### config.mk
export PLATFORM = sky130hd
export DESIGN_NAME = gfst_top
export DESIGN_NICKNAME = d
export VERILOG_FILES = /design/src/verilog/gfst_pkg.sv /design/src/verilog/gfst_top.sv
export SDC_FILE = /design/constraint.sdc
export NUM_CORES = 1
export LEC_CHECK = 0
export BUFFER_PORTS_ARGS = -buffer_cell sky130_fd_sc_hd__buf_4
export CORE_MARGIN = 2
export CORE_UTILIZATION = 35
export CTS_CLUSTER_DIAMETER = 50
export DETAILED_ROUTE_END_ITERATION = 8
export HOLD_SLACK_MARGIN = 0.08
export MAX_ROUTING_LAYER = met4
export PLACE_DENSITY_LB_ADDON = 0.25
export SKIP_CTS_REPAIR_TIMING = 1
export SLEW_MARGIN = 20
export SYNTH_ARGS = -nofsm -noshare
export SYNTH_HDL_FRONTEND = slang
export SYNTH_SLANG_ARGS = --single-unit
### constraint.sdc
create_clock -name clk_sys -period 2.95 [get_ports clk_sys]
set_input_delay 0.1475 -clock clk_sys [delete_from_list [all_inputs] [get_ports clk_sys]]
set_output_delay 0.1475 -clock clk_sys [all_outputs]
set_load 0.02 [all_outputs]
### src/verilog/gfst_pkg.sv
// Constants for the ground-fault self-test and trip sequencer
package gfst_pkg;
    // Clock rate
    localparam int unsigned CLK_HZ = 10_000_000;
    // Fault level code width; one code step is 0.5 mA
    localparam int unsigned FL_W = 8;
    localparam int unsigned CNT_W = 24;
    // Band lower edges in codes: 6, 10, 15, 17.5, 20, 22.5, 26.5, 29 mA; the top band starts above 33 mA
    localparam logic [7:0] BAND_6MA = 8'h0C;
    localparam logic [7:0] BAND_10MA = 8'h14;
    localparam logic [7:0] BAND_15MA = 8'h1E;
    localparam logic [7:0] BAND_17P5MA = 8'h23;
    localparam logic [7:0] BAND_20MA = 8'h28;
    localparam logic [7:0] BAND_22P5MA = 8'h2D;
    localparam logic [7:0] BAND_26P5MA = 8'h35;
    localparam logic [7:0] BAND_29MA = 8'h3A;
    localparam logic [7:0] BAND_33MA = 8'h42;
    // Longest trip delay per band, in ms
    localparam logic [7:0] LIM_6MA_MS = 8'h7D;
    localparam logic [7:0] LIM_10MA_MS = 8'h5F;
    localparam logic [7:0] LIM_15MA_MS = 8'h4B;
    localparam logic [7:0] LIM_17P5MA_MS = 8'h3C;
    localparam logic [7:0] LIM_20MA_MS = 8'h32;
    localparam logic [7:0] LIM_22P5MA_MS = 8'h28;
    localparam logic [7:0] LIM_26P5MA_MS = 8'h23;
    localparam logic [7:0] LIM_29MA_MS = 8'h19;
    localparam logic [7:0] LIM_33MA_MS = 8'h14;
    // Self-test judgement window: too low below 6 mA, too high above 30 mA
    localparam logic [7:0] TEST_LOW = 8'h0C;
    localparam logic [7:0] TEST_HIGH = 8'h3C;
    localparam logic [1:0] TEST_HALF_CYCLES = 2'h2;
    localparam logic [2:0] FAIL_MAX = 3'h7;
    // Retry and pass intervals in minutes
    localparam int unsigned RETRY_MIN = 1;
    localparam int unsigned PASS_MIN = 17;
    localparam int unsigned MS_PER_MIN = 60_000;
    // Large-fault persistence time, in us
    localparam int unsigned HF_TIME_US = 1400;
    // Indicator blink half period, in ms
    localparam logic [7:0] BLINK_MS = 8'hFA;
    // Reset values
    localparam logic [2:0] FAIL_RST = 3'h0;
    localparam logic [23:0] WAIT_RST = 24'h00_0000;

    typedef enum logic [2:0] {
        GFST_WAIT = 3'b001,
        GFST_TEST = 3'b010,
        GFST_JUDGE = 3'b100
    } gfst_state_e;
endpackage : gfst_pkg

### src/verilog/gfst_top.sv
// Ground-fault self-test scheduler, failure counter and trip decision
`timescale 1ns/100ps
module gfst_top #(
    parameter int unsigned CYC_PER_MS = gfst_pkg::CLK_HZ / 1000,
    parameter int unsigned HF_CYC = gfst_pkg::HF_TIME_US * (gfst_pkg::CLK_HZ / 1_000_000),
    parameter int unsigned RETRY_MS = gfst_pkg::RETRY_MIN * gfst_pkg::MS_PER_MIN,
    parameter int unsigned PASS_MS = gfst_pkg::PASS_MIN * gfst_pkg::MS_PER_MIN
) (
    input wire logic clk_sys,
    input wire logic arst_n,
    input wire logic [7:0] fault_level,
    input wire logic mains_zc,
    input wire logic over_200mv,
    output logic test_inject,
    output logic trip_driver,
    output logic fault_blink,
    output logic [2:0] fail_count
);

    function automatic logic [7:0] band_limit(input logic [7:0] lvl);
        logic [7:0] lim;
        lim = gfst_pkg::LIM_6MA_MS;
        if (lvl > gfst_pkg::BAND_33MA) lim = gfst_pkg::LIM_33MA_MS;
        else if (lvl >= gfst_pkg::BAND_29MA) lim = gfst_pkg::LIM_29MA_MS;
        else if (lvl >= gfst_pkg::BAND_26P5MA) lim = gfst_pkg::LIM_26P5MA_MS;
        else if (lvl >= gfst_pkg::BAND_22P5MA) lim = gfst_pkg::LIM_22P5MA_MS;
        else if (lvl >= gfst_pkg::BAND_20MA) lim = gfst_pkg::LIM_20MA_MS;
        else if (lvl >= gfst_pkg::BAND_17P5MA) lim = gfst_pkg::LIM_17P5MA_MS;
        else if (lvl >= gfst_pkg::BAND_15MA) lim = gfst_pkg::LIM_15MA_MS;
        else if (lvl >= gfst_pkg::BAND_10MA) lim = gfst_pkg::LIM_10MA_MS;
        return lim;
    endfunction : band_limit

    // Pin synchronisers: stage 1 feeds only stage 2
    logic [2:0] zc_sync_q;
    logic [2:0] hv_sync_q;
    logic zc_stable_q;
    logic hv_stable_q;
    always_ff @(posedge clk_sys or negedge arst_n) begin
        if (!arst_n) begin
            zc_sync_q <= 3'h0;
            hv_sync_q <= 3'h0;
            zc_stable_q <= 1'b0;
            hv_stable_q <= 1'b0;
        end else begin
            zc_sync_q <= {zc_sync_q[1:0], mains_zc};
            hv_sync_q <= {hv_sync_q[1:0], over_200mv};
            if (zc_sync_q[1] == zc_sync_q[2]) zc_stable_q <= zc_sync_q[2];
            if (hv_sync_q[1] == hv_sync_q[2]) hv_stable_q <= hv_sync_q[2];
        end
    end
    wire zc_agree = (zc_sync_q[1] == zc_sync_q[2]);
    wire half_edge = zc_agree && (zc_sync_q[2] != zc_stable_q);
    wire hv_now = (hv_sync_q[1] == hv_sync_q[2]) ? hv_sync_q[2] : hv_stable_q;

    // Millisecond enable
    logic [23:0] div_q;
    wire ms_tick = (div_q == 24'(CYC_PER_MS - 1));
    always_ff @(posedge clk_sys or negedge arst_n) begin
        if (!arst_n) div_q <= gfst_pkg::WAIT_RST;
        else div_q <= ms_tick ? 24'h00_0000 : div_q + 24'h00_0001;
    end

    gfst_pkg::gfst_state_e st_q;
    logic [23:0] wait_q;
    logic [1:0] hc_q;
    logic [7:0] peak_q;
    logic [2:0] fail_q;
    logic blink_en_q;
    logic trip_q;

    wire [7:0] peak_now = (fault_level > peak_q) ? fault_level : peak_q;
    wire test_pass = (peak_q >= gfst_pkg::TEST_LOW) && (peak_q <= gfst_pkg::TEST_HIGH);
    wire judge = (st_q == gfst_pkg::GFST_JUDGE);
    wire judge_fail = judge && !test_pass;
    wire [2:0] fail_inc = (fail_q == gfst_pkg::FAIL_MAX) ? fail_q : fail_q + 3'h1;
    wire st_trip = judge_fail && (fail_inc == gfst_pkg::FAIL_MAX);
    wire test_done = (st_q == gfst_pkg::GFST_TEST) && half_edge
        && (hc_q == gfst_pkg::TEST_HALF_CYCLES - 2'h1);

    // Self-test sequencer
    always_ff @(posedge clk_sys or negedge arst_n) begin
        if (!arst_n) begin
            st_q <= gfst_pkg::GFST_WAIT;
            wait_q <= gfst_pkg::WAIT_RST;
            hc_q <= 2'h0;
            peak_q <= 8'h00;
            fail_q <= gfst_pkg::FAIL_RST;
            blink_en_q <= 1'b0;
        end else begin
            case (st_q)
                gfst_pkg::GFST_WAIT: begin
                    if (wait_q == 24'h00_0000) begin
                        st_q <= gfst_pkg::GFST_TEST;
                        hc_q <= 2'h0;
                        peak_q <= 8'h00;
                    end else if (ms_tick) begin
                        wait_q <= wait_q - 24'h00_0001;
                    end
                end
                gfst_pkg::GFST_TEST: begin
                    peak_q <= peak_now;
                    if (half_edge) hc_q <= hc_q + 2'h1;
                    if (test_done) st_q <= gfst_pkg::GFST_JUDGE;
                end
                gfst_pkg::GFST_JUDGE: begin
                    st_q <= gfst_pkg::GFST_WAIT;
                    if (test_pass) begin
                        fail_q <= gfst_pkg::FAIL_RST;
                        blink_en_q <= 1'b0;
                        wait_q <= 24'(PASS_MS);
                    end else begin
                        fail_q <= fail_inc;
                        blink_en_q <= 1'b1;
                        wait_q <= 24'(RETRY_MS);
                    end
                end
                default: st_q <= gfst_pkg::GFST_WAIT;
            endcase
        end
    end

    // Graded delay; masked while the test current is injected
    logic [7:0] gf_ms_q;
    wire grade_on = (fault_level >= gfst_pkg::BAND_6MA) && (st_q != gfst_pkg::GFST_TEST);
    wire [7:0] grade_lim = band_limit(fault_level);
    // Trip one tick early so tick phase jitter cannot exceed the limit
    wire grade_hit = grade_on && (gf_ms_q >= grade_lim - 8'h01);
    always_ff @(posedge clk_sys or negedge arst_n) begin
        if (!arst_n) gf_ms_q <= 8'h00;
        else if (!grade_on) gf_ms_q <= 8'h00;
        else if (ms_tick && gf_ms_q != 8'hFF) gf_ms_q <= gf_ms_q + 8'h01;
    end

    // Large-fault persistence
    logic [23:0] hf_q;
    wire hf_hit = hv_now && (hf_q >= 24'(HF_CYC));
    always_ff @(posedge clk_sys or negedge arst_n) begin
        if (!arst_n) hf_q <= 24'h00_0000;
        else if (!hv_now) hf_q <= 24'h00_0000;
        else if (!hf_hit) hf_q <= hf_q + 24'h00_0001;
    end

    always_ff @(posedge clk_sys or negedge arst_n) begin
        if (!arst_n) trip_q <= 1'b0;
        else trip_q <= trip_q | st_trip | grade_hit | hf_hit;
    end

    // Indicator blink
    logic [7:0] blink_ms_q;
    logic blink_q;
    always_ff @(posedge clk_sys or negedge arst_n) begin
        if (!arst_n) begin
            blink_ms_q <= 8'h00;
            blink_q <= 1'b0;
        end else if (!blink_en_q) begin
            blink_ms_q <= 8'h00;
            blink_q <= 1'b0;
        end else if (ms_tick) begin
            blink_ms_q <= (blink_ms_q == gfst_pkg::BLINK_MS - 8'h01) ? 8'h00 : blink_ms_q + 8'h01;
            if (blink_ms_q == gfst_pkg::BLINK_MS - 8'h01) blink_q <= !blink_q;
        end
    end

    assign test_inject = (st_q == gfst_pkg::GFST_TEST);
    assign trip_driver = trip_q;
    assign fault_blink = blink_q;
    assign fail_count = fail_q;

    // Assertion helpers, kept apart from the sequencer so a broken
    // half-cycle count in the sequencer cannot hide itself
    logic [1:0] chk_hc_q;
    always_ff @(posedge clk_sys or negedge arst_n) begin
        if (!arst_n) chk_hc_q <= 2'h0;
        else if (!test_inject) chk_hc_q <= 2'h0;
        else if (half_edge && chk_hc_q != 2'h3) chk_hc_q <= chk_hc_q + 2'h1;
    end
    // Every legal reason to fire the trip driver
    wire trip_set = st_trip | grade_hit | hf_hit;

    a_trip_sticky: assert property (@(posedge clk_sys) disable iff (!arst_n)
        trip_driver |=> trip_driver) else $error("trip driver released");
    a_hf_trip: assert property (@(posedge clk_sys) disable iff (!arst_n)
        (hv_now && hf_q == 24'(HF_CYC)) |=> trip_driver) else $error("large fault no trip");
    a_grade_trip: assert property (@(posedge clk_sys) disable iff (!arst_n)
        (grade_on && gf_ms_q >= grade_lim) |=> trip_driver) else $error("graded trip late");
    a_test_two_half: assert property (@(posedge clk_sys) disable iff (!arst_n)
        judge |-> chk_hc_q == 2'h2)
        else $error("judged before two half cycles");
    a_fail_blink: assert property (@(posedge clk_sys) disable iff (!arst_n)
        judge_fail |=> blink_en_q ##[1:2] $stable(fail_q)) else $error("blink not enabled");
    a_retry_wait: assert property (@(posedge clk_sys) disable iff (!arst_n)
        judge_fail |=> (wait_q == 24'(RETRY_MS)) && st_q == gfst_pkg::GFST_WAIT)
        else $error("retry interval wrong");
    a_seven_trip: assert property (@(posedge clk_sys) disable iff (!arst_n)
        (judge_fail && fail_q == 3'h6) |=> trip_driver && fail_count == 3'h7)
        else $error("seventh failure no trip");
    a_pass_reset: assert property (@(posedge clk_sys) disable iff (!arst_n)
        (judge && test_pass) |=> fail_count == 3'h0 && wait_q == 24'(PASS_MS) && !blink_en_q)
        else $error("pass did not reset");

    // Output guards
    a_blink_idle: assert property (@(posedge clk_sys) disable iff (!arst_n)
        !blink_en_q |=> !fault_blink)
        else $error("indicator blinks while disabled");
    a_count_sat: assert property (@(posedge clk_sys) disable iff (!arst_n)
        (judge_fail && fail_count == 3'h7) |=> fail_count == 3'h7)
        else $error("failure count wrapped");
    // A trip with no cause would be a nuisance trip in the field
    a_trip_cause: assert property (@(posedge clk_sys) disable iff (!arst_n)
        $rose(trip_driver) |-> $past(trip_set)) else $error("trip without cause");
endmodule : gfst_top
After elaboration in Yosys (flattened, before gate mapping)
Index checks and enable logic that the tools add are counted.

Flip-flop bits (word level): 115. Latch bits: 0. RAM bits: 0. Memory bits (read-only): 0. Bits of input ports: 12. Output and inout port bits: 6. Word-level logic and storage cells: 120. Memories: 0.

Add/subtract/negate cells: 8. $mul: 0. Divide/modulo/power cells: 0. Order comparisons: 14. Equality and inequality tests: 23. Shift-type cells: 0. Muxes and demuxes: 36. Bitwise gates (word level): 3. Reduce and logical (&&, ||, !) cells: 20.

Operator list (count): two-way mux 24 bit (5); two-way mux 8 bit (7); adder 24 x 1 -> 24 bit (second input constant) (2); one-hot mux 24 bit (2 select lines) (1); two-way mux 7 bit (6); greater-or-equal comparator 8 x 6 -> 1 bit (second input constant) (5); == test 24 x 14 -> 1 bit (second input constant) (1); greater-or-equal comparator 24 x 14 -> 1 bit (second input constant) (1); logical NOT 24 bit (1); subtractor 24 x 1 -> 24 bit (second input constant) (1); two-way mux 20 bit (1); adder 8 x 1 -> 8 bit (second input constant) (2); greater-or-equal comparator 8 x 4 -> 1 bit (second input constant) (2); greater-or-equal comparator 8 x 5 -> 1 bit (second input constant) (2); one-hot mux 8 bit (2 select lines) (1); two-way mux 3 bit (4); two-way mux 6 bit (2); logical AND 1 bit (10); inequality test 2 x 1 -> 1 bit (second input constant) (5); inequality test 2 bit (second input constant) (5); == test 3 bit (second input constant) (3); AND reduction 3 bit (3); == test 8 bit (second input constant) (1); greater-or-equal comparator 8 bit (1); 21 further kinds (32).

Longest topological paths before layout
Gate-level depths: netlist of the first run.

Depth after elaboration: 14. Gate-level depth with buffers: 15. Gate-level depth less buffers: 14.

Worst setup path after synthesis of the first run
No wires, ideal clock.

Kind: input to register. From: input fault_level[2]. To: register trip_q, in the netlist trip_driver. Arrival time: 2341 ps. Required time: 2805 ps. Setup slack: 463 ps. Cell stages on the path: 14. Path buffers: 1. Cells stage by stage: clkbuf_1 > a211oi_1 > nor2b_1 > o21ai_0 > nor3_1 > a21oi_1 > ha_1 > nand3_1 > nand2_1 > a211oi_1 > ha_1 > a21oi_1 > o21a_1 > o221ai_1.

Longest elaborated chain between the ends: 14.

RTL lines: from (decl) (line gfst_top.sv:11) `input wire logic [7:0] fault_level,`; greater-or-equal comparator 8 x 5 -> 1 bit (line gfst_top.sv:30) `else if (lvl >= gfst_pkg::BAND_10MA) lim = gfst_pkg::LIM_10MA_MS;`; two-way mux 6 bit (line gfst_top.sv:30); two-way mux 6 bit (line gfst_top.sv:29) `else if (lvl >= gfst_pkg::BAND_15MA) lim = gfst_pkg::LIM_15MA_MS;`; two-way mux 7 bit (line gfst_top.sv:28) `else if (lvl >= gfst_pkg::BAND_17P5MA) lim = gfst_pkg::LIM_17P5MA_MS;`; two-way mux 7 bit (line gfst_top.sv:27) `else if (lvl >= gfst_pkg::BAND_20MA) lim = gfst_pkg::LIM_20MA_MS;`; two-way mux 7 bit (line gfst_top.sv:26) `else if (lvl >= gfst_pkg::BAND_22P5MA) lim = gfst_pkg::LIM_22P5MA_MS;`; two-way mux 7 bit (line gfst_top.sv:25) `else if (lvl >= gfst_pkg::BAND_26P5MA) lim = gfst_pkg::LIM_26P5MA_MS;`; two-way mux 7 bit (line gfst_top.sv:24) `else if (lvl >= gfst_pkg::BAND_29MA) lim = gfst_pkg::LIM_29MA_MS;`; two-way mux 7 bit (line gfst_top.sv:23) `if (lvl > gfst_pkg::BAND_33MA) lim = gfst_pkg::LIM_33MA_MS;`; subtractor 8 x 1 -> 8 bit (line gfst_top.sv:128) `wire grade_hit = grade_on && (gf_ms_q >= grade_lim - 8'h01);`; greater-or-equal comparator 8 bit (line gfst_top.sv:128); logical AND 1 bit (*) (line gfst_top.sv:128); OR 1 bit (*) (2 in series) (line gfst_top.sv:146) `else trip_q <= trip_q | st_trip | grade_hit | hf_hit;`; to (signal assigned) (line gfst_top.sv:146); to (decl) (line gfst_top.sv:70) `logic trip_q;`.

Mark *: on every way between the ends. The rest lies on a longest branch, timed or not. A chain may end at the register's enable or synchronous reset.

Final worst setup path of the first run
From: register wait_q[18]. To: register wait_q[18].

Longest elaborated chain between the ends: 4.

RTL lines: from (decl) (line gfst_top.sv:65) `logic [23:0] wait_q;`; from (signal assigned) (line gfst_top.sv:85) `wait_q <= gfst_pkg::WAIT_RST;`; from (signal assigned) (line gfst_top.sv:98) `wait_q <= wait_q - 24'h00_0001;`; from (signal assigned) (line gfst_top.sv:111) `wait_q <= 24'(PASS_MS);`; subtractor 24 x 1 -> 24 bit (line gfst_top.sv:98); two-way mux 24 bit (line gfst_top.sv:97) `end else if (ms_tick) begin`; two-way mux 24 bit (line gfst_top.sv:93) `if (wait_q == 24'h00_0000) begin`; one-hot mux 24 bit (2 select lines) (line gfst_top.sv:91) `case (st_q)`.

Parallel ways exist; a longest one is shown, timed or not. The select of a mux whose other input is x is not followed.

==> results of run 1 <==
==> kinds of logic (layout without fill, tap and decap cells) <==
| family | Yosys count | in the layout |
|---|---|---|
| AOI/OAI and AO/OA | 112 | 112 |
| adders and majority gates | 27 | 27 |
| xor gates and xnor gates | 36 | 36 |
| DFF | 115 | 115 |
| muxes | 19 | 19 |
| other | 1 | 1 |
| buffers and inverters | 46 | 96 |
| and+or+nand+nor | 306 | 306 |
==> path summary, 6_finish.rpt <==
| path | slack [ns] | from | to | cells after the start |
|---|---|---|---|---|
| max | 0.40 | wait_q[18] | wait_q[18] | 5 |
| min | 0.08 | fault_level[3] | peak_q[3] | 2 |
| max reg2reg | 0.40 | wait_q[18] | wait_q[18] | 5 |
| min reg2reg | 0.35 | hv_sync_q[0] | hv_sync_q[1] | 0 |
| max in group asynchronous | 1.80 | arst_n | st_q[0] | 3 |
| min in group asynchronous | 0.33 | arst_n | peak_q[1] | 2 |
==> final cells by class <==
| class | count | area, um2 |
|---|---|---|
| repair buffers | 38 | 317.8 |
| clock buffers | 22 | 454.2 |
| inverters | 26 | 97.59 |
| well taps | 229 | 286.5 |
| fillers | 1733 | 10480 |
| multi-input cells | 501 | 3221 |
| flip-flops and latches | 115 | 2879 |
| clock inverters | 10 | 107.6 |
==> flip-flops by register name (all words and copies together) (netlist names), 2 cells and up <==
name,cells
fail_count,3
blink_ms_q,8
hv_sync_q,3
peak_q,8
wait_q,24
div_q,24
hf_q,24
gf_ms_q,8
st_q,3
hc_q,2
zc_sync_q,3
==> through the flow <==
step           util, %  setup WS [ns]  instance area, um2  power (mW)
2_1_floorplan        -         0.4633                6300       2.985
3_3_place_gp     37.67         0.2892                6721       3.319
3_5_place_dp     37.67         0.1569                6721       3.357
4_1_cts          40.82         0.4101                7283       5.348
5_1_grt          41.27         0.2482                7363       5.623
6_report         41.27         0.4030                7363       5.314
==> synth_stat cells, drive strengths merged, types with 14 or more instances <==
cell type  number
nand4          19
and2           16
dfrtp         114
mux2i          18
nor3           27
nor4           20
a21oi          28
nor2           63
nand2          62
clkbuf         14
inv            26
xnor2          24
nand3          37
o21ai          15
ha             26
==> layer usage <==
metal	track usage (%)	up-vias	part of all wire, %
li1	-	2487	-
met1	20.94	2459	49
met2	23.19	106	46
met3	3.845	17	3.6
met4	6.660	0	1.5
met5	-	-	0
==> power groups by stage <==
stage,clock [mW],combinational [mW],sequential (mW)
after floorplan,0,1.16,1.83
after global routing,2.09,1.68,1.85
after global placement,0,1.47,1.85
final,1.96,1.52,1.83
after CTS,2.01,1.51,1.83
after detailed placement,0,1.50,1.85
==> flow_metrics.env, run 1 <==
export IMPL_synth_ff_type="dfrtp_1"
export IMPL_slew_violations=0
export IMPL_via_per_inst=5.387
export IMPL_nNetsFinal=737
export IMPL_core_area_mm2=0.01784
export IMPL_rows=49
export IMPL_synth_edf_count=0
export IMPL_die_w_um=138.2
export IMPL_path_max_fanout=10
export IMPL_cpLargestDelayFamily="simple AND/OR/NAND/NOR gates"
export IMPL_cts_tree="built"
export IMPL_power_frac_clock_pct=36.9
export IMPL_leakage_nw=3.318
export IMPL_numCtsBuffers=17
export IMPL_cp_end_kind="register"
export IMPL_power_density_mw_per_mm2=721.7
export IMPL_layout_drive_gt1_share_pct=10.96
export IMPL_status="completed"
export IMPL_synth_simple_area_share_pct=25.42
export IMPL_drtPass1Iterations=5
export IMPL_switching_share_pct=33.48
export IMPL_hold_ws_ns=0.07812
export IMPL_slew_headroom_pct=49.75
export IMPL_layoutNonFillerInstCount=941
export IMPL_synth_area_leaders="dfrtp_1 (45%), ha_1 (5.2%), nor2_1 (3.8%)"
export IMPL_synth_top_area_share_pct=45.28
export IMPL_grt_pass1_vias=5008
export IMPL_p_comb_share_pct=28.7
export IMPL_p_seq_share_pct=34.5
export IMPL_num_io_pins=18
export IMPL_grt_remaining_overflow=0
export IMPL_tightest_slew_ns=0.7538
export IMPL_cp_common_cell="or4_4"
export IMPL_clockRootBuffer="clkbuf_16"
export IMPL_clock_sinks=115
export IMPL_insertion_delay_ns=0.41
export IMPL_wl_per_cell_um=14.87
export IMPL_p_int_mw=3.535
export IMPL_synth_seq_cells=115
export IMPL_max_stage_delay_ns=0.60
export IMPL_clk_pin_slew_ns=0.05
export IMPL_fmax_mhz=392.6
export IMPL_ir_drop_v=0.0003818
export IMPL_rsz0062_at_grt="false"
export IMPL_fin_skew_ns=0.008171
export IMPL_critical_path_n_buffers_inverters=0
export IMPL_grtUsageTotal_pct=15.80
export IMPL_drt_initial_drc_count=363
export IMPL_gp_congestion=0.8772
export IMPL_final_cell_mix="dfrtp_1 (114), nor2_1 (63), nand2_1 (61)"
export IMPL_numPortBuffers=17
export IMPL_cp_arrival_ns=2.82
export IMPL_synth_compound_area_share_pct=12.27
export IMPL_syn_avg_cell_area_um2=9.516
export IMPL_max_cap_viol_count=0
export IMPL_critPathSlowestCell="or3_1"
export IMPL_syn_area_mm2=0.006300
export IMPL_ys_types=65
export IMPL_synth_xor_area_share_pct=5.005
export IMPL_syn_num_nets=700
export IMPL_start_kind="register"
export IMPL_crit_type="register to register"
export IMPL_hold_path_class="input pin to register"
export IMPL_finalWirelength_mm=13.99
export IMPL_die_area_mm2=0.01909
export IMPL_drtAntennaViolNets=0
export IMPL_fin_crit_sh_pct=86.34
export IMPL_fin_setup_tns_ns=0
export IMPL_hpwl_mm=9.523
export IMPL_synth_warning_count=0
export IMPL_cts_buffer_depth=2
export IMPL_diodes=0
export IMPL_antenna_found_initial=0
export IMPL_vias=5069
export IMPL_final_common_cell="dfrtp_1"
export IMPL_period_needed_ns=2.547
export IMPL_synthCells=662
export IMPL_drc=0
export IMPL_start_util_pct=35.31
export IMPL_synth_top_area_cell="dfrtp_1"
export IMPL_yosysSeqAreaShare_pct=45.70
export IMPL_htreeDepth=4
export IMPL_synth_fa_ha_area_share_pct=5.323
export IMPL_synth_top_family_by_area="simple AND/OR/NAND/NOR gates"
export IMPL_cp_required_ns=3.22
export IMPL_async_flop_share_pct=100.0
export IMPL_syn_to_final_growth_pct=16.88
export IMPL_synthMuxAreaShare_pct=3.039
export IMPL_placed_cells=901
export IMPL_grt_pass1_wl_mm=24.28
export IMPL_final_setup_viol_count=0
export IMPL_hold_violations=0
export IMPL_fp_dieH_um=138.2
export IMPL_crit_chain="or4_4 > or4_4 > or3_1 > a211oi_1 > nor3_1"
export IMPL_grt_max_degree=60
export IMPL_switchingPower_mw=1.779
Power figures use the tool's default switching activity.
==> inputs of run 2 (changes only) <==
--- a/config.mk
+++ b/config.mk
@@ -5,6 +5,7 @@
 export SDC_FILE = /design/constraint.sdc
 export NUM_CORES = 1
 export LEC_CHECK = 0
+export ABC_AREA = 1
 export BUFFER_PORTS_ARGS = -buffer_cell sky130_fd_sc_hd__buf_4
 export CORE_MARGIN = 2
 export CORE_UTILIZATION = 35
==> flow_metrics.env, run 2 <==
export IMPL_status="completed"
export IMPL_synth_top_area_share_pct=39.45
export IMPL_period_needed_ns=2.136
export IMPL_max_cap_viol_count=0
export IMPL_final_setup_viol_count=0
export IMPL_syn_to_final_growth_pct=14.54
export IMPL_switchingPower_mw=2.328
export IMPL_nNetsFinal=1081
export IMPL_grt_max_degree=64
export IMPL_tightest_slew_ns=0.9316
export IMPL_leakage_nw=4.353
export IMPL_synth_seq_cells=115
export IMPL_hold_ws_ns=0.1269
export IMPL_fp_dieH_um=147.7
export IMPL_clockRootBuffer="clkbuf_16"
export IMPL_yosys_cell_count_top_type="nand2_1"
export IMPL_syn_num_nets=1053
export IMPL_synth_top_area_cell="dfrtp_1"
export IMPL_start_util_pct=35.73
export IMPL_rows=52
export IMPL_numCtsBuffers=17
export IMPL_start_kind="input pin"
export IMPL_fin_setup_tns_ns=0
export IMPL_cp_end_kind="register"
export IMPL_p_int_mw=3.888
export IMPL_utilization_pct=40.93
export IMPL_r2r_slack_ns=0.84
export IMPL_core_area_mm2=0.02023
export IMPL_timing_rr_start="div_q[0]"
export IMPL_yosysSeqAreaShare_pct=39.82
export IMPL_slew_headroom_pct=37.90
export IMPL_drtAntennaViolNets=0
export IMPL_final_common_cell="nand2_1"
export IMPL_p_comb_share_pct=36.1
export IMPL_grt_pass1_wl_mm=27.41
export IMPL_synth_warning_count=0
export IMPL_cts_tree="built"
export IMPL_worstHoldPathCells=5
export IMPL_slew_violations=0
export IMPL_cts_buffer_depth=2
export IMPL_num_io_pins=18
export IMPL_antenna_found_initial=0
export IMPL_diodes=0
export IMPL_syn_avg_cell_area_um2=7.124
export IMPL_place_ws_ns=0.3840
export IMPL_timing_final_ws_setup_ns=0.8142
export IMPL_cp_required_ns=3.29
export IMPL_grt_pass1_vias=5810
export IMPL_async_flop_share_pct=100.0
export IMPL_grtUsageTotal_pct=15.89
export IMPL_synth_ff_type="dfrtp_1"
export IMPL_synth_area_leaders="dfrtp_1 (39%), nand2_1 (15%), nand3_1 (8.3%)"
export IMPL_layout_drive_gt1_share_pct=7.481
export IMPL_die_w_um=147.7
export IMPL_final_cell_mix="nand2_1 (281), inv_1 (134), nor2_1 (131)"
export IMPL_hpwl_mm=11.43
export IMPL_clock_sinks=115
export IMPL_gp_congestion=0.8554
export IMPL_fmax_mhz=468.2
export IMPL_switching_share_pct=37.45
export IMPL_drtPass1Iterations=4
export IMPL_synthTopCellsByCount="nand2_1 (281), inv_1 (134), nor2_1 (131)"
export IMPL_htreeDepth=4
export IMPL_ir_drop_v=0.0005245
export IMPL_rr_endpoint="wait_q[22]"
export IMPL_hold_start="fault_level[2]"
export IMPL_insertion_delay_ns=0.41
export IMPL_via_per_inst=4.658
export IMPL_placed_cells=1291
export IMPL_syn_area_mm2=0.007231
export IMPL_multi_input_area_mm2=0.003736
export IMPL_fill_cells=2109
export IMPL_path_max_fanout=5
export IMPL_die_area_mm2=0.02182
export IMPL_synth_edf_count=0
export IMPL_rsz0062_at_grt="false"
export IMPL_hold_violations=0
export IMPL_fin_crit_sh_pct=72.40
export IMPL_clk_pin_slew_ns=0.06
export IMPL_vias=6176
export IMPL_grt_remaining_overflow=0
export IMPL_crit_type="input pin to register"
export IMPL_hold_path_class="input pin to register"
export IMPL_ff_latch_area_mm2=0.002879
export IMPL_finalWirelength_mm=15.71
export IMPL_top_regs="div_q (24), hf_q (24), wait_q (24)"
export IMPL_power_density_mw_per_mm2=750.6
export IMPL_power_frac_clock_pct=33.0
export IMPL_hold_end="peak_q[2]"
export IMPL_layoutNonFillerInstCount=1326
export IMPL_synthCells=1015
export IMPL_numPortBuffers=17
export IMPL_wl_per_cell_um=11.84
export IMPL_fin_skew_ns=0.01203
export IMPL_cp_arrival_ns=2.47
export IMPL_drt_initial_drc_count=309
export IMPL_ys_types=42
export IMPL_reg2reg_depth=9
export IMPL_p_seq_share_pct=30.9
export IMPL_drc=0
[run 2: how the worst max path moves through the flow]
stage / start / to
finish: fault_level[7] / trip_driver
global route: fault_level[7] / trip_driver
CTS: div_q[0] / wait_q[22]
detailed placement: fault_level[7] / trip_driver
global placement: fault_level[7] / trip_driver
floorplan: fault_level[7] / trip_driver
[run 2: cell type report]
cell class                      count  share of cell area [%]
Tap cell                          270                   4.079
Clock buffer                       22                   5.484
Inverter                          137                   6.270
Multi-Input combinational cell    745                   45.11
Clock inverter                     10                   1.601
Timing Repair Buffer               27                   2.689
Sequential cell                   115                   34.76
[run 2: kinds of logic (layout without fill, tap and decap cells)]
kind of cell    count (synthesis)  count (layout)  share of synthesized area (%)
buf+inv                       155             196                          8.513
other cells                     1               1                        0.05186
xor+xnor                       35              35                          4.240
fa+ha+maj                      27              27                          4.637
flops                         115             115                          39.82
simple gates                  619             619                          37.83
mux                             1               1                         0.1384
compound gates                 62              62                          4.776
[run 2: metrics by stage]
| step | instance area, um2 | total power [mW] |
|---|---|---|
| after detailed placement | 7665 | 4.184 |
| final | 8282 | 6.216 |
| after CTS | 8252 | 6.284 |
| after global routing | 8282 | 6.767 |
| after floorplan | 7231 | 3.736 |
| after global placement | 7665 | 4.161 |
[run 2: per-layer routing]
layer	up-vias	wire [um]	GRT usage [%]
li1	3288	-	-
met2	48	7386	24.60
met5	-	0	-
met3	10	337	3.796
met4	0	157	5.144
met1	2830	7825	20.59
[run 2: critical path, cell delays in order]
cell	delay [ns]
buf_4	0.13
nor2_2	0.19
nand2_1	0.13
a21oi_1	0.32
nand2_1	0.15
and2_1	0.19
ha_1	0.22
nand3_1	0.10
inv_1	0.04
nand2_1	0.05
nand2_1	0.05
ha_1	0.27
nand2_1	0.05
nor2_1	0.12
nand4_1	0.09
nand3_1	0.09
nand2_1	0.05
nand3_1	0.08
[run 2: power groups by stage]
stage	Clock [mW]	Sequential, mW	Combinational [mW]
after floorplan	0	1.89	1.84
after global placement	0	1.94	2.22
after detailed placement	0	1.94	2.25
after CTS	2.11	1.92	2.26
after global routing	2.19	1.95	2.62
final	2.05	1.92	2.24
==> inputs of run 3 (changes only) <==
==> constraint.sdc (replaced) <==
create_clock -name clk_sys -period 1.72 [get_ports clk_sys]
set_input_delay 0.086 -clock clk_sys [delete_from_list [all_inputs] [get_ports clk_sys]]
set_output_delay 0.086 -clock clk_sys [all_outputs]
set_load 0.02 [all_outputs]
==> flow_metrics.env, run 3 (synthesized netlist as in run 2, its figures left out) <==
export IMPL_power_mw=11.95
export IMPL_slew_headroom_pct=58.44
export IMPL_core_area_mm2=0.02023
export IMPL_leakage_nw=4.940
export IMPL_critical_path_n_buffers_inverters=2
export IMPL_drc=0
export IMPL_timing_final_ws_setup_ns=0.03262
export IMPL_worstHoldPathCells=5
export IMPL_p_comb_share_pct=43.3
export IMPL_antenna_found_initial=0
export IMPL_syn_to_final_growth_pct=29.92
export IMPL_clk_pin_slew_ns=0.05
export IMPL_r2r_slack_ns=0.09
export IMPL_gp_congestion=0.8786
export IMPL_htreeDepth=4
export IMPL_grt_pass1_wl_mm=30.11
export IMPL_nNetsFinal=1188
export IMPL_slew_violations=0
export IMPL_numPortBuffers=17
export IMPL_post_route_cell_area_mm2=0.009394
export IMPL_die_w_um=147.7
export IMPL_crit_chain="buf_4 > nor2_4 > nand2_4 > nand3b_1 > nand2_1 > nand2_1 > and2_4 > ha_4 > nand3_2 > inv_1 > nand2_1 > nand2_1 > ha_1 > nand2_1 > nor2_2 > nand4_1 > nand3_1 > nand2_1 > nand3_1"
export IMPL_p_seq_share_pct=26.9
export IMPL_cpLargestDelayFamily="simple AND/OR/NAND/NOR gates"
export IMPL_diodes=0
export IMPL_vias=6728
export IMPL_period_needed_ns=1.687
export IMPL_p_int_mw=7.484
export IMPL_hold_violations=0
export IMPL_drtAntennaViolNets=0
export IMPL_max_cap_viol_count=0
export IMPL_hold_ws_ns=0.08740
export IMPL_switching_share_pct=37.37
export IMPL_cp_required_ns=2.07
export IMPL_final_cell_mix="nand2_1 (275), inv_1 (128), buf_4 (125)"
export IMPL_fp_dieH_um=147.7
export IMPL_drt_initial_drc_count=355
export IMPL_cts_buffer_depth=2
export IMPL_power_frac_clock_pct=29.8
export IMPL_fin_setup_tns_ns=0
export IMPL_crit_type="input pin to register"
export IMPL_reg2reg_depth=9
export IMPL_clock_sinks=115
export IMPL_cts_tree="built"
export IMPL_final_setup_viol_count=0
export IMPL_start_kind="input pin"
export IMPL_tightest_slew_ns=0.6234
export IMPL_layout_drive_gt1_share_pct=20.50
export IMPL_cp_num_cells=19
export IMPL_drtPass1Iterations=4
export IMPL_placed_cells=1387
export IMPL_utilization_pct=46.43
export IMPL_max_stage_delay_ns=0.27
export IMPL_fin_crit_sh_pct=98.10
export IMPL_hpwl_mm=12.64
export IMPL_cp_arrival_ns=2.04
export IMPL_start_util_pct=35.73
export IMPL_grt_pass1_vias=6474
export IMPL_cp_end_kind="register"
export IMPL_place_ws_ns=-0.5060
export IMPL_insertion_delay_ns=0.42
export IMPL_grt_max_degree=116
export IMPL_critPathSlowestCell="ha_1"
export IMPL_rows=52
export IMPL_postPlaceCellArea_mm2=0.008417
export IMPL_status="completed"
export IMPL_num_io_pins=18
export IMPL_hold_path_class="input pin to register"
export IMPL_ir_drop_v=0.0006628
export IMPL_switchingPower_mw=4.465
export IMPL_top_regs="div_q (24), hf_q (24), wait_q (24)"
export IMPL_path_max_fanout=4
export IMPL_via_per_inst=4.702
export IMPL_cp_common_cell="nand2_1"
export IMPL_grtUsageTotal_pct=17.43
export IMPL_numCtsBuffers=17
export IMPL_finalWirelength_mm=17.33
export IMPL_layoutNonFillerInstCount=1431
export IMPL_grt_remaining_overflow=0
export IMPL_clockRootBuffer="clkbuf_16"
export IMPL_final_common_cell="nand2_1"
export IMPL_wl_per_cell_um=12.11
export IMPL_fmax_mhz=592.6
export IMPL_rsz0062_at_grt="true"
export IMPL_power_density_mw_per_mm2=1272
export IMPL_fin_skew_ns=0.007858
export IMPL_die_area_mm2=0.02182
run 3: changes by cell type in the layout (fill, tap and decap cells not counted), moves of 7 or more:
cell     before  now
nor2_1      131  111
nand3_1     120  113
buf_4        23  125
nor2_2        7   22
nand3_2       1    8
run 3: layout make-up:
cell class / instances / area, um2
Multi-Input combinational cell: 746 / 4003
Inverter: 137 / 519.2
Fill cell: 2032 / 10840
Sequential cell: 115 / 2879
Clock inverter: 10 / 133.9
Timing Repair Buffer: 133 / 1065
Clock buffer: 20 / 456.7
Tap cell: 270 / 337.8
run 3: worst min-delay path, cell delays in order:
cell and delay [ns]:
buf_4 0.13, inv_1 0.07, nor2_1 0.05, nand3_1 0.08, nand2_1 0.05
run 3: routing by layer:
metal / track usage [%] / vias to the layer above / part of all wire [%]
met5: - / - / 0
li1: - / 3501 / -
met2: 26.81 / 77 / 46
met4: 5.625 / 0 / 1.3
met3: 3.611 / 14 / 2.5
met1: 23.07 / 3136 / 50
run 3: power groups by stage:
stage / registers, mW / clock network [mW] / logic, mW
floorplan: 3.25 / 0 / 3.17
global route: 3.24 / 3.79 / 5.94
finish: 3.21 / 3.56 / 5.17
CTS: 3.19 / 3.67 / 4.68
detailed placement: 3.23 / 0 / 4.67
global placement: 3.23 / 0 / 4.62
run 3: path summary, 6_finish.rpt:
kind	startpoint	to
max	fault_level[7]	trip_driver
min	fault_level[7]	peak_q[7]
max reg2reg	wait_q[7]	peak_q[1]
min reg2reg	zc_sync_q[0]	zc_sync_q[1]
max in group asynchronous	arst_n	hf_q[9]
min in group asynchronous	arst_n	wait_q[17]
